--- config.mk ---
export PLATFORM = sky130hd
export DESIGN_NAME = tape_reader_seq
export DESIGN_NICKNAME = d
export VERILOG_FILES = /design/src/verilog/tape_reader_pkg.sv /design/src/verilog/pin_sync.sv /design/src/verilog/tape_reader_seq.sv
export SDC_FILE = /design/constraint.sdc
export NUM_CORES = 1
export LEC_CHECK = 0
export BUFFER_PORTS_ARGS = -buffer_cell sky130_fd_sc_hd__clkbuf_2
export CORE_UTILIZATION = 50
export DETAILED_ROUTE_END_ITERATION = 12
export GPL_TIMING_DRIVEN = 0
export MAX_ROUTING_LAYER = met4
export PLACE_DENSITY = 0.78
export SLEW_MARGIN = 20
export SYNTH_ARGS = -nofsm -noshare
export SYNTH_HDL_FRONTEND = slang
export SYNTH_HIERARCHICAL = 1
export SYNTH_SLANG_ARGS = --single-unit
--- constraint.sdc ---
create_clock -name i_clk_sys -period 3.03 [get_ports i_clk_sys]
set_input_delay 0.303 -clock i_clk_sys [delete_from_list [all_inputs] [get_ports i_clk_sys]]
set_output_delay 0.303 -clock i_clk_sys [all_outputs]
set_load 0.005 [all_outputs]
--- src/verilog/tape_reader_pkg.sv ---
// Purpose: shared constants for the paper tape reader sequencer
// Assumes: 50 MHz system clock
// Notes:   command, status and timing layout used by the sequencer
package tape_reader_pkg;

	// register map (word index on i_addr)
	localparam logic [1:0]  ADDR_CMD_DATA = 2'h0;
	localparam logic [1:0]  ADDR_STATUS   = 2'h1;

	// command word fields
	localparam int          CMD_ENTRY_LSB = 4;
	localparam int          CMD_ENTRY_MSB = 7;
	localparam int          CMD_BEGIN_BIT = 9;
	localparam int          CMD_SWRST_BIT = 15;

	// status word fields
	localparam int          ST_DATA_RDY   = 0;
	localparam int          ST_SYS_RDY    = 1;
	localparam int          ST_TERM_CNT   = 2;
	localparam int          ST_NOT_READY  = 3;
	localparam int          ST_BUSY       = 4;
	localparam int          ST_LEFT       = 5;
	localparam int          STATUS_W      = 6;

	// reset values
	localparam logic [15:0] RD_DATA_RST   = 16'h0000;
	localparam logic [7:0]  BYTE_RST      = 8'h00;

	// timing
	localparam int          CLK_PERIOD_NS = 20;
	localparam int          SWRST_NS      = 250;
	localparam int          SWRST_CYC     = (SWRST_NS + CLK_PERIOD_NS - 1) / CLK_PERIOD_NS;
	localparam logic [3:0]  SWRST_CNT     = 4'(SWRST_CYC);

	// sequence addresses
	typedef enum logic [3:0] {
		SQ_IDLE    = 4'h0,
		SQ_START_R = 4'h1,
		SQ_GAP     = 4'h2,
		SQ_CHECK   = 4'h3,
		SQ_CHAR    = 4'h4,
		SQ_SERVICE = 4'h5,
		SQ_START_L = 4'hA,
		SQ_EOB     = 4'hF
	} seq_state_t;

endpackage

--- src/verilog/pin_sync.sv ---
// Purpose: three-stage pin synchroniser with agreement filter
// Assumes: inputs asynchronous to i_clk_sys
// Notes:   output follows once stages two and three agree
`timescale 1ns/10ps
module pin_sync #(
	parameter int              W       = 1,
	parameter logic [W-1:0]    RST_VAL = '0
) (
	// clock and reset
	input  wire logic          i_clk_sys,
	input  wire logic          i_rst_n,
	// pins in, filtered level out
	input  wire logic [W-1:0]  i_pin,
	output logic      [W-1:0]  o_level
);

	logic [W-1:0] s1_q;
	logic [W-1:0] s2_q;
	logic [W-1:0] s3_q;
	logic [W-1:0] level_d;

	always_ff @(posedge i_clk_sys or negedge i_rst_n) begin
		if (!i_rst_n) begin
			s1_q <= RST_VAL;
			s2_q <= RST_VAL;
			s3_q <= RST_VAL;
		end else begin
			s1_q <= i_pin;
			s2_q <= s1_q;
			s3_q <= s2_q;
		end
	end

	assign level_d = ((s2_q ~^ s3_q) & s3_q) | ((s2_q ^ s3_q) & o_level);

	always_ff @(posedge i_clk_sys or negedge i_rst_n) begin
		if (!i_rst_n) begin
			o_level <= RST_VAL;
		end else begin
			o_level <= level_d;
		end
	end

endmodule

--- src/verilog/tape_reader_seq.sv ---
// Purpose: sequencer between host channel distributor and paper tape reader
// Assumes: single 50 MHz clock, host port on the same clock
// Notes:   reader pins pass pin_sync before any decision
//
// Contract
// - status read returns full six-bit status on data bits 0..5 next cycle
// - status answered in every sequence state
// - sixteen sequence addresses; begin command jumps straight to its entry address
// - reset or idle command puts sequencer in idle, waiting for begin
// - start state drives tape, waits for character-position line false
// - between characters, reader not online gives immediate block end interrupt
// - online: wait for character position true, then data service interrupt
// - without terminal count, repeat drive, observe, test, interrupt per byte
// - enter state F with block end interrupt on completion or error
// - decisions use logical truth of each line, not its polarity
// - rightward and leftward drive outputs are active low
// - reset output active low from switch or 250 ns software pulse
// - reader online line active low, tested before every byte
//
// The register offsets and the plain strobed port were left to the implementer.
`timescale 1ns/10ps
module tape_reader_seq (
	// clock and reset
	input  wire logic        i_clk_sys,
	input  wire logic        i_rst_n,
	// register port
	input  wire logic [1:0]  i_addr,
	input  wire logic [15:0] i_wr_data,
	input  wire logic        i_wr,
	input  wire logic        i_rd,
	output logic      [15:0] o_rd_data,
	// channel distributor
	input  wire logic        i_term_count,
	input  wire logic        i_reset_sw_n,
	output logic             o_data_svc_int,
	output logic             o_block_end_interrupt,
	output logic             o_reset_n,
	// reader pins
	input  wire logic        i_data_ready,
	input  wire logic        i_sys_ready_n,
	input  wire logic [7:0]  i_tape_data,
	output logic             o_drive_right_n,
	output logic             o_drive_left_n
);

	tape_reader_pkg::seq_state_t state_q;
	tape_reader_pkg::seq_state_t state_d;
	logic                        data_ready;
	logic                        sys_ready_n;
	logic                        reset_sw_n;
	logic [7:0]                  tape_data;
	logic                        cmd_wr;
	logic                        cmd_begin;
	logic                        cmd_idle;
	logic                        cmd_swrst;
	logic                        byte_taken;
	logic                        left_q;
	logic                        term_q;
	logic                        err_q;
	logic [7:0]                  byte_q;
	logic [3:0]                  rst_cnt_q;
	logic [tape_reader_pkg::STATUS_W-1:0] status;

	////////////////////////////////////////////////////////////////////////////
	// pin synchronisers
	pin_sync #(.W(1), .RST_VAL(1'b0)) u_sync_dr (
		.i_clk_sys (i_clk_sys),
		.i_rst_n   (i_rst_n),
		.i_pin     (i_data_ready),
		.o_level   (data_ready)
	);
	pin_sync #(.W(1), .RST_VAL(1'b1)) u_sync_sr (
		.i_clk_sys (i_clk_sys),
		.i_rst_n   (i_rst_n),
		.i_pin     (i_sys_ready_n),
		.o_level   (sys_ready_n)
	);
	pin_sync #(.W(1), .RST_VAL(1'b1)) u_sync_sw (
		.i_clk_sys (i_clk_sys),
		.i_rst_n   (i_rst_n),
		.i_pin     (i_reset_sw_n),
		.o_level   (reset_sw_n)
	);
	pin_sync #(.W(8), .RST_VAL(tape_reader_pkg::BYTE_RST)) u_sync_data (
		.i_clk_sys (i_clk_sys),
		.i_rst_n   (i_rst_n),
		.i_pin     (i_tape_data),
		.o_level   (tape_data)
	);

	////////////////////////////////////////////////////////////////////////////
	// command decode
	assign cmd_wr     = i_wr && (i_addr == tape_reader_pkg::ADDR_CMD_DATA);
	assign cmd_swrst  = cmd_wr && i_wr_data[tape_reader_pkg::CMD_SWRST_BIT];
	assign cmd_begin  = cmd_wr && !cmd_swrst && i_wr_data[tape_reader_pkg::CMD_BEGIN_BIT];
	assign cmd_idle   = (cmd_wr && !cmd_begin) || !reset_sw_n;
	assign byte_taken = i_rd && (i_addr == tape_reader_pkg::ADDR_CMD_DATA)
		&& (state_q == tape_reader_pkg::SQ_SERVICE);

	////////////////////////////////////////////////////////////////////////////
	// sequencer
	always_comb begin
		state_d = state_q;
		if (cmd_idle) begin
			state_d = tape_reader_pkg::SQ_IDLE;
		end else if (cmd_begin) begin
			state_d = tape_reader_pkg::seq_state_t'(
				i_wr_data[tape_reader_pkg::CMD_ENTRY_MSB:tape_reader_pkg::CMD_ENTRY_LSB]);
		end else begin
			unique case (state_q)
				tape_reader_pkg::SQ_IDLE: begin
					state_d = tape_reader_pkg::SQ_IDLE;
				end
				tape_reader_pkg::SQ_START_R, tape_reader_pkg::SQ_START_L: begin
					state_d = tape_reader_pkg::SQ_GAP;
				end
				tape_reader_pkg::SQ_GAP: begin
					if (!data_ready) begin
						state_d = tape_reader_pkg::SQ_CHECK;
					end
				end
				tape_reader_pkg::SQ_CHECK: begin
					state_d = sys_ready_n ? tape_reader_pkg::SQ_EOB : tape_reader_pkg::SQ_CHAR;
				end
				tape_reader_pkg::SQ_CHAR: begin
					if (data_ready) begin
						state_d = tape_reader_pkg::SQ_SERVICE;
					end
				end
				tape_reader_pkg::SQ_SERVICE: begin
					if (byte_taken) begin
						state_d = (term_q || i_term_count) ? tape_reader_pkg::SQ_EOB : tape_reader_pkg::SQ_GAP;
					end
				end
				tape_reader_pkg::SQ_EOB: begin
					state_d = tape_reader_pkg::SQ_EOB;
				end
				default: begin
					state_d = tape_reader_pkg::SQ_EOB;
				end
			endcase
		end
	end

	always_ff @(posedge i_clk_sys or negedge i_rst_n) begin
		if (!i_rst_n) begin
			state_q <= tape_reader_pkg::SQ_IDLE;
		end else begin
			state_q <= state_d;
		end
	end

	////////////////////////////////////////////////////////////////////////////
	// direction, terminal count and error flags
	always_ff @(posedge i_clk_sys or negedge i_rst_n) begin
		if (!i_rst_n) begin
			left_q <= 1'b0;
		end else if (state_d == tape_reader_pkg::SQ_START_L) begin
			left_q <= 1'b1;
		end else if (state_d == tape_reader_pkg::SQ_START_R) begin
			left_q <= 1'b0;
		end
	end

	always_ff @(posedge i_clk_sys or negedge i_rst_n) begin
		if (!i_rst_n) begin
			term_q <= 1'b0;
		end else if (i_term_count && state_q != tape_reader_pkg::SQ_IDLE) begin
			term_q <= 1'b1;
		end else if (cmd_begin) begin
			term_q <= 1'b0;
		end
	end

	always_ff @(posedge i_clk_sys or negedge i_rst_n) begin
		if (!i_rst_n) begin
			err_q <= 1'b0;
		end else if (state_q == tape_reader_pkg::SQ_CHECK && sys_ready_n && !cmd_idle && !cmd_begin) begin
			err_q <= 1'b1;
		end else if (cmd_begin) begin
			err_q <= 1'b0;
		end
	end

	always_ff @(posedge i_clk_sys or negedge i_rst_n) begin
		if (!i_rst_n) begin
			byte_q <= tape_reader_pkg::BYTE_RST;
		end else if (state_q == tape_reader_pkg::SQ_CHAR && data_ready) begin
			byte_q <= tape_data;
		end
	end

	////////////////////////////////////////////////////////////////////////////
	// interrupts and drive outputs
	always_ff @(posedge i_clk_sys or negedge i_rst_n) begin
		if (!i_rst_n) begin
			o_data_svc_int        <= 1'b0;
			o_block_end_interrupt <= 1'b0;
		end else begin
			o_data_svc_int        <= state_d == tape_reader_pkg::SQ_SERVICE && state_q != tape_reader_pkg::SQ_SERVICE;
			o_block_end_interrupt <= state_d == tape_reader_pkg::SQ_EOB && state_q != tape_reader_pkg::SQ_EOB;
		end
	end

	always_ff @(posedge i_clk_sys or negedge i_rst_n) begin
		if (!i_rst_n) begin
			o_drive_right_n <= 1'b1;
			o_drive_left_n  <= 1'b1;
		end else begin
			o_drive_right_n <= !(state_d inside {tape_reader_pkg::SQ_START_R, tape_reader_pkg::SQ_GAP,
				tape_reader_pkg::SQ_CHECK, tape_reader_pkg::SQ_CHAR} && state_d != tape_reader_pkg::SQ_START_L
				&& (state_d == tape_reader_pkg::SQ_START_R || !left_q));
			o_drive_left_n  <= !(state_d inside {tape_reader_pkg::SQ_START_L, tape_reader_pkg::SQ_GAP,
				tape_reader_pkg::SQ_CHECK, tape_reader_pkg::SQ_CHAR}
				&& (state_d == tape_reader_pkg::SQ_START_L || left_q));
		end
	end

	always_ff @(posedge i_clk_sys or negedge i_rst_n) begin
		if (!i_rst_n) begin
			rst_cnt_q <= 4'h0;
		end else if (cmd_swrst) begin
			rst_cnt_q <= tape_reader_pkg::SWRST_CNT;
		end else if (rst_cnt_q != 4'h0) begin
			rst_cnt_q <= rst_cnt_q - 4'h1;
		end
	end

	always_ff @(posedge i_clk_sys or negedge i_rst_n) begin
		if (!i_rst_n) begin
			o_reset_n <= 1'b0;
		end else begin
			o_reset_n <= reset_sw_n && !cmd_swrst && (rst_cnt_q <= 4'h1);
		end
	end

	////////////////////////////////////////////////////////////////////////////
	// status and read data
	// status bits carry logical truth
	always_comb begin
		status = '0;
		status[tape_reader_pkg::ST_DATA_RDY]  = data_ready;
		status[tape_reader_pkg::ST_SYS_RDY]   = !sys_ready_n;
		status[tape_reader_pkg::ST_TERM_CNT]  = term_q;
		status[tape_reader_pkg::ST_NOT_READY] = err_q;
		status[tape_reader_pkg::ST_BUSY]      = state_q != tape_reader_pkg::SQ_IDLE;
		status[tape_reader_pkg::ST_LEFT]      = left_q;
	end

	always_ff @(posedge i_clk_sys or negedge i_rst_n) begin
		if (!i_rst_n) begin
			o_rd_data <= tape_reader_pkg::RD_DATA_RST;
		end else if (i_rd && i_addr == tape_reader_pkg::ADDR_STATUS) begin
			o_rd_data <= {10'h000, status};
		end else if (i_rd && i_addr == tape_reader_pkg::ADDR_CMD_DATA) begin
			o_rd_data <= {8'h00, byte_q};
		end else begin
			o_rd_data <= tape_reader_pkg::RD_DATA_RST;
		end
	end
endmodule

Word-level counts from Yosys, hierarchy flattened. Cells that the tools add are included.

Register bits after elaboration: 84. Bits in latches: 0. Memory bits (writable): 0. Bits in read-only memories: 0. Output and inout port bits: 21. Memories: 0.

$add $sub $neg: 1. Multipliers: 0. Divide/modulo/power cells: 0. $lt $le $gt $ge: 1. Eq/ne operators: 17. Shift-type cells: 0. Multiplexer cells: 17. Bitwise gates (word level): 20. Reductions and logical operators: 43.

Operators with widths (number): 2-to-1 mux 4 bit (9); one-hot mux 4 bit (6 select lines) (1); logical AND 1 bit (20); AND 8 bit (2); == test 4 x 2 -> 1 bit, second input constant (4); == test 4 x 3 -> 1 bit, second input constant (4); 2-to-1 mux 8 bit (2); nonzero test 4 bit (4); == test 4 bit, second input constant (3); == test 4 x 1 -> 1 bit, second input constant (2); zero test 1 bit (8); inequality test 4 bit, second input constant (2); OR 8 bit (1); nonzero test 2 bit (4); XNOR 8 bit (1); XOR 8 bit (1); AND 1 bit (6); 2-to-1 mux 1 bit (5); less-or-equal comparator 4 x 1 -> 1 bit, second input constant (1); zero test 4 bit (1); logical OR 1 bit (4); inequality test 4 x 3 -> 1 bit, second input constant (1); subtractor 4 x 1 -> 4 bit, second input constant (1); OR 1 bit (3); other kinds (5) (9).

Depth between registers and ports, before layout.
Depth in word-level cells: 15. Depth in mapped cells: 9.

Hierarchy. Netlist, hierarchy kept.

By module, submodules not included: tape_reader_seq (instances 1, cells each 155, area an instance 1634.1 um^2); pin_sync at u_sync_data (instances 1, cells each 48, area an instance 960.9 um^2); pin_sync at u_sync_sr ... (instances 2, cells each 6, area an instance 125.1 um^2); pin_sync at u_sync_dr (instances 1, cells each 6, area an instance 120.1 um^2).

Worst setup path after synthesis. No wires, ideal clock.

Path type: in2reg. From: in i_addr[0]. To: reg o_drive_right_n. Library setup time: 0.078 ns. Arrival: 2.124 ns. Data required time: 2.952 ns. Path slack: 0.828 ns. Stages: 8. Path through: buf_6 -> or3b_1 -> buf_2 -> o31a_1 -> nor4_4 -> o22ai_1 -> or3_1 -> a31o_1.

Cells in the longest elaborated chain, start to end: 15. Elaborated cells on any way between the ends: 25. Classes of those cells: eq/ne: 5; mux: 4; reduce/logical: 16.

Ends and longest elaborated chain: from (decl) (line tape_reader_seq.sv:27) `input wire logic [1:0] i_addr,`; zero test 2 bit (*) (line tape_reader_seq.sv:93, tape_reader_seq.sv:97); parallel branches: the longest is 8 deep, another holds one-hot mux 4 bit (6 select lines); 2-to-1 mux 4 bit (*) (line tape_reader_seq.sv:104) `if (cmd_idle) begin`; == test 4 x 1 -> 1 bit (tied with other cells) (line tape_reader_seq.sv:210, tape_reader_seq.sv:212); nonzero test 4 bit (line tape_reader_seq.sv:210) `o_drive_right_n <= !(state_d inside {tape_reader_pkg::SQ_START_R, tape_reader_pkg::SQ_GAP,`; logical AND 1 bit (line tape_reader_seq.sv:211) `tape_reader_pkg::SQ_CHECK, tape_reader_pkg::SQ_CHAR} && state_d != tape_reader_pkg::SQ_START_L`; logical AND 1 bit (*) (line tape_reader_seq.sv:212) `&& (state_d == tape_reader_pkg::SQ_START_R || !left_q));`; zero test 1 bit (*) (line tape_reader_seq.sv:210); to (signal assigned) (line tape_reader_seq.sv:210); to (decl) (line tape_reader_seq.sv:42) `output logic o_drive_right_n,`.

Every way passes the cells marked *. A chain may end at the register's enable or synchronous reset.

Worst setup path in the final report.
From: reg state_q[3]. To: reg o_block_end_interrupt.

Cells in the longest elaborated chain, start to end: 8. Elaborated cells on any way between the ends: 18. Classes of those cells: eq/ne: 8; mux: 6; reduce/logical: 4.

Ends and longest elaborated chain: from (decl) (line tape_reader_seq.sv:46) `tape_reader_pkg::seq_state_t state_q;`; from (signal assigned) (line tape_reader_seq.sv:147) `state_q <= tape_reader_pkg::SQ_IDLE;`; from (signal assigned) (line tape_reader_seq.sv:149) `state_q <= state_d;`; == test 4 x 3 -> 1 bit (line tape_reader_seq.sv:98, tape_reader_seq.sv:110); logical AND 1 bit (line tape_reader_seq.sv:98) `&& (state_q == tape_reader_pkg::SQ_SERVICE);`; 2-to-1 mux 4 bit (line tape_reader_seq.sv:131) `if (byte_taken) begin`; one-hot mux 4 bit (6 select lines) (*) (line tape_reader_seq.sv:110) `unique case (state_q)`; 2-to-1 mux 4 bit (*) (line tape_reader_seq.sv:106) `end else if (cmd_begin) begin`; 2-to-1 mux 4 bit (*) (line tape_reader_seq.sv:104); net state_d[3] (line tape_reader_seq.sv:47) `tape_reader_pkg::seq_state_t state_d;`; == test 4 bit (*) (line tape_reader_seq.sv:201) `o_block_end_interrupt <= state_d == tape_reader_pkg::SQ_EOB && state_q != tape_reader_pkg::SQ_EOB;`; logical AND 1 bit (*) (line tape_reader_seq.sv:201); to (signal assigned) (line tape_reader_seq.sv:201); to (decl) (line tape_reader_seq.sv:36) `output logic o_block_end_interrupt,`.

Mark *: on every way through the listed nets, which the timed path passes. The rest lies on a longest branch.

==> flow_metrics.env <==
export IMPL_status="completed"
export IMPL_yosys_warnings=6
export IMPL_antenna_found_initial=0
export IMPL_dieArea_um2=6240
export IMPL_finalCriticalPeriod_ps=2490
export IMPL_drt_iter0_drc=83
export IMPL_drive_gt1_share_pct=30.6
export IMPL_grt_setup_unrepaired="no"
export IMPL_final_period_utilization_pct=82.3
export IMPL_clkTransAtPathRegs_ps=80
export IMPL_yosysMostFrequentCell="dfrtp_1"
export IMPL_seq_area_frac_synth_pct=64.6
export IMPL_htreeDepth=3
export IMPL_synth_top_area_share_pct=55.7
export IMPL_cts_root_buf="clkbuf_8"
export IMPL_crit_arrival_ps=2740
export IMPL_cp_end_kind="flip-flop"
export IMPL_io_buffers=35
export IMPL_hold_path_startpoint="i_sys_ready_n"
export IMPL_cts_buffer_depth=2
export IMPL_core_um2=5610
export IMPL_finalPower_mw=2.57
export IMPL_track_usage_pct=18.5
export IMPL_grt_max_degree=41
export IMPL_fin_worst_skew_ps=7.24
export IMPL_wl_per_cell_um=13.7
export IMPL_whs_endpoint="u_sync_sr/s1_q$_DFF_PN1_"
export IMPL_start_util_pct=52.9
export IMPL_ys_ff_latch=76
export IMPL_cts_sinks=76
export IMPL_cts_hold_buf=1
export IMPL_place_congestion=0.811
export IMPL_post_dp_cell_area_um2=3280
export IMPL_grt_pass1_vias=1802
export IMPL_async_flop_share_pct=100
export IMPL_postRouteAntennaNets=0
export IMPL_p_per_area_nw_per_um2=725
export IMPL_relSlewSlack_pct=61.6
export IMPL_final_nets=324
export IMPL_rows=27
export IMPL_r2r_end="o_block_end_interrupt$_DFF_PN0_"
export IMPL_syn_avg_cell_area_um2=13.4
export IMPL_setup_tns_ps=0
export IMPL_antenna_cells=0
export IMPL_synth_ff_type="dfrtp_1"
export IMPL_start_kind="flip-flop"
export IMPL_p_leak_nw=1.75
export IMPL_synth_cell_type_count=47
export IMPL_crit_required_ps=3270
export IMPL_cts_setup_buffers=0
export IMPL_netlist_top_cells_area="dfrtp_1 (56%), dfstp_2 (8.9%), ha_1 (5.9%)"
export IMPL_rrSetupSlack_ps=540
export IMPL_grt_pass1_wl_um=8160
export IMPL_r2r_cells=7
export IMPL_die_height_um=79.0
export IMPL_drc_errors=0
export IMPL_worstHoldPathType="in -> reg"
export IMPL_io_pins=55
export IMPL_cts_resized=0
export IMPL_cts_tree="yes"
export IMPL_fmax_mhz=401
export IMPL_synth_edf_count=0
export IMPL_wl_um=4840
export IMPL_vdd_ir_drop_max_mv=0.418
export IMPL_regToRegStartpoint="state_q[3]$_DFF_PN0_"
export IMPL_worstMarginPinSlew_ps=568
export IMPL_vias_per_cell=5.13
export IMPL_worstSkewPairLatency_ps=350
export IMPL_firstDrtPassIters=4
export IMPL_cap_violations=0
export IMPL_netlist_area_um2=2970
export IMPL_slowest_stage="nor4bb_1"
export IMPL_hold_violations=0
export IMPL_cp_max_fo=9
export IMPL_cpPeakStageDelay_ps=570
export IMPL_cts_inserted_buffers=9
export IMPL_synthCells=221
export IMPL_area_delta_synth_final_pct=19.6
export IMPL_whs_path_depth=1
export IMPL_gr_total_overflow=0
export IMPL_dpl_hpwl_um=3420
export IMPL_path_cells="clkbuf_1 -> nor4bb_1 -> o31a_1 -> nand2b_1 -> a21oi_1 -> nand2_1 -> a311oi_1"
export IMPL_drv_slew=0
export IMPL_synth_top_area_cell="dfrtp_1"
export IMPL_stdcell_area_um2=3550
export IMPL_setup_viol=0
export IMPL_synthTopCellsByCount="dfrtp_1 (66), nor2_1 (18), ha_1 (14)"
export IMPL_die_width_um=79.0
export IMPL_vias=1812
export IMPL_criticalPathCategory="reg -> reg"
==> metrics by stage <==
| step | hold slack, ps | util (%) | setup WS (ps) | std cells |
|---|---|---|---|---|
| CTS | 10.2 | 63.3 | 528 | 353 |
| floorplan | 7.41 | - | 828 | 228 |
| finish | 26.5 | 63.3 | 537 | 353 |
| global placement | 331 | 58.1 | 669 | 335 |
| detailed placement | 334 | 58.5 | 573 | 336 |
| global route | 4.13 | 63.3 | 314 | 353 |
==> worst max-delay path by stage <==
stage               cells past startpoint  slack, ps                              end            startpoint
floorplan                               8        830        o_drive_right_n$_DFF_PN1_             i_addr[0]
finish                                  7        540  o_block_end_interrupt$_DFF_PN0_  state_q[3]$_DFF_PN0_
detailed placement                      7        570  o_block_end_interrupt$_DFF_PN0_  state_q[3]$_DFF_PN0_
global placement                        7        670         o_drive_left_n$_DFF_PN1_  state_q[3]$_DFF_PN0_
global route                            7        310  o_block_end_interrupt$_DFF_PN0_  state_q[3]$_DFF_PN0_
CTS                                     7        530  o_block_end_interrupt$_DFF_PN0_  state_q[3]$_DFF_PN0_
==> metal layers <==
layer  GRT usage [%]  share of wire [%]
met5               -                  0
met4            8.91                2.2
met3            6.21                4.7
met2            29.7                 51
met1            20.8                 42
==> state kept, by name (all words and copies together), names as in the netlist, 4 cells and up <==
| signal | cells |
|---|---|
| byte_q | 8 |
| u_sync_data/o_level | 8 |
| u_sync_data/s2_q | 8 |
| u_sync_data/s3_q | 8 |
| u_sync_data/s1_q | 8 |
| rst_cnt_q | 4 |
| o_rd_data | 8 |
| state_q | 4 |
==> logic make-up after synthesis <==
logic type,share of synthesized area [%]
simple gates,10.7
fa+ha+maj,5.91
buf+inv,4.01
xor+xnor,0.295
flops,64.6
compound gates,9.66
mux,4.73
other cells,0.126
==> worst max-delay path, delay by kind of cell (launching register included) <==
family,cells,cell delay (ps)
compound gates,3,1020
buf+inv,1,200
flops,1,360
simple gates,3,810
==> report_power, final <==
group          total [mW]  internal, mW  switching [mW]
Clock               0.958         0.595           0.363
Combinational       0.360         0.186           0.174
Sequential           1.25          1.16          0.0917
==> cell type report <==
cell class	count	area, µm²
inverter	9	33.8
buffer	12	85.1
sequential	76	1910
clock buffer	11	151
clock inverter	5	106
timing repair buffer	37	208
tap	72	90.1
fill	450	2060
multi-input combinational	131	958
==> cells in the final DEF, fill, tap and decap left out, types with 2 or more instances in the layout <==
cell	n
dfrtp_1	66
clkbuf_2	34
nor2_1	18
ha_1	14
clkbuf_8	11
a21o_1	11
dfstp_2	10
inv_1	9
nand2_1	8
mux2_2	8
buf_4	8
conb_1	8
o21ai_0	6
nand2b_1	6
mux2i_1	5
nor2b_1	3
nor3_1	3
a21oi_1	3
nor4_1	3
or3_1	3
bufinv_16	3
buf_2	2
o31ai_1	2
nor3b_1	2
or3b_2	2
nand3b_1	2
a211oi_1	2
nand3_1	2
(Power assumes the default switching activity.)
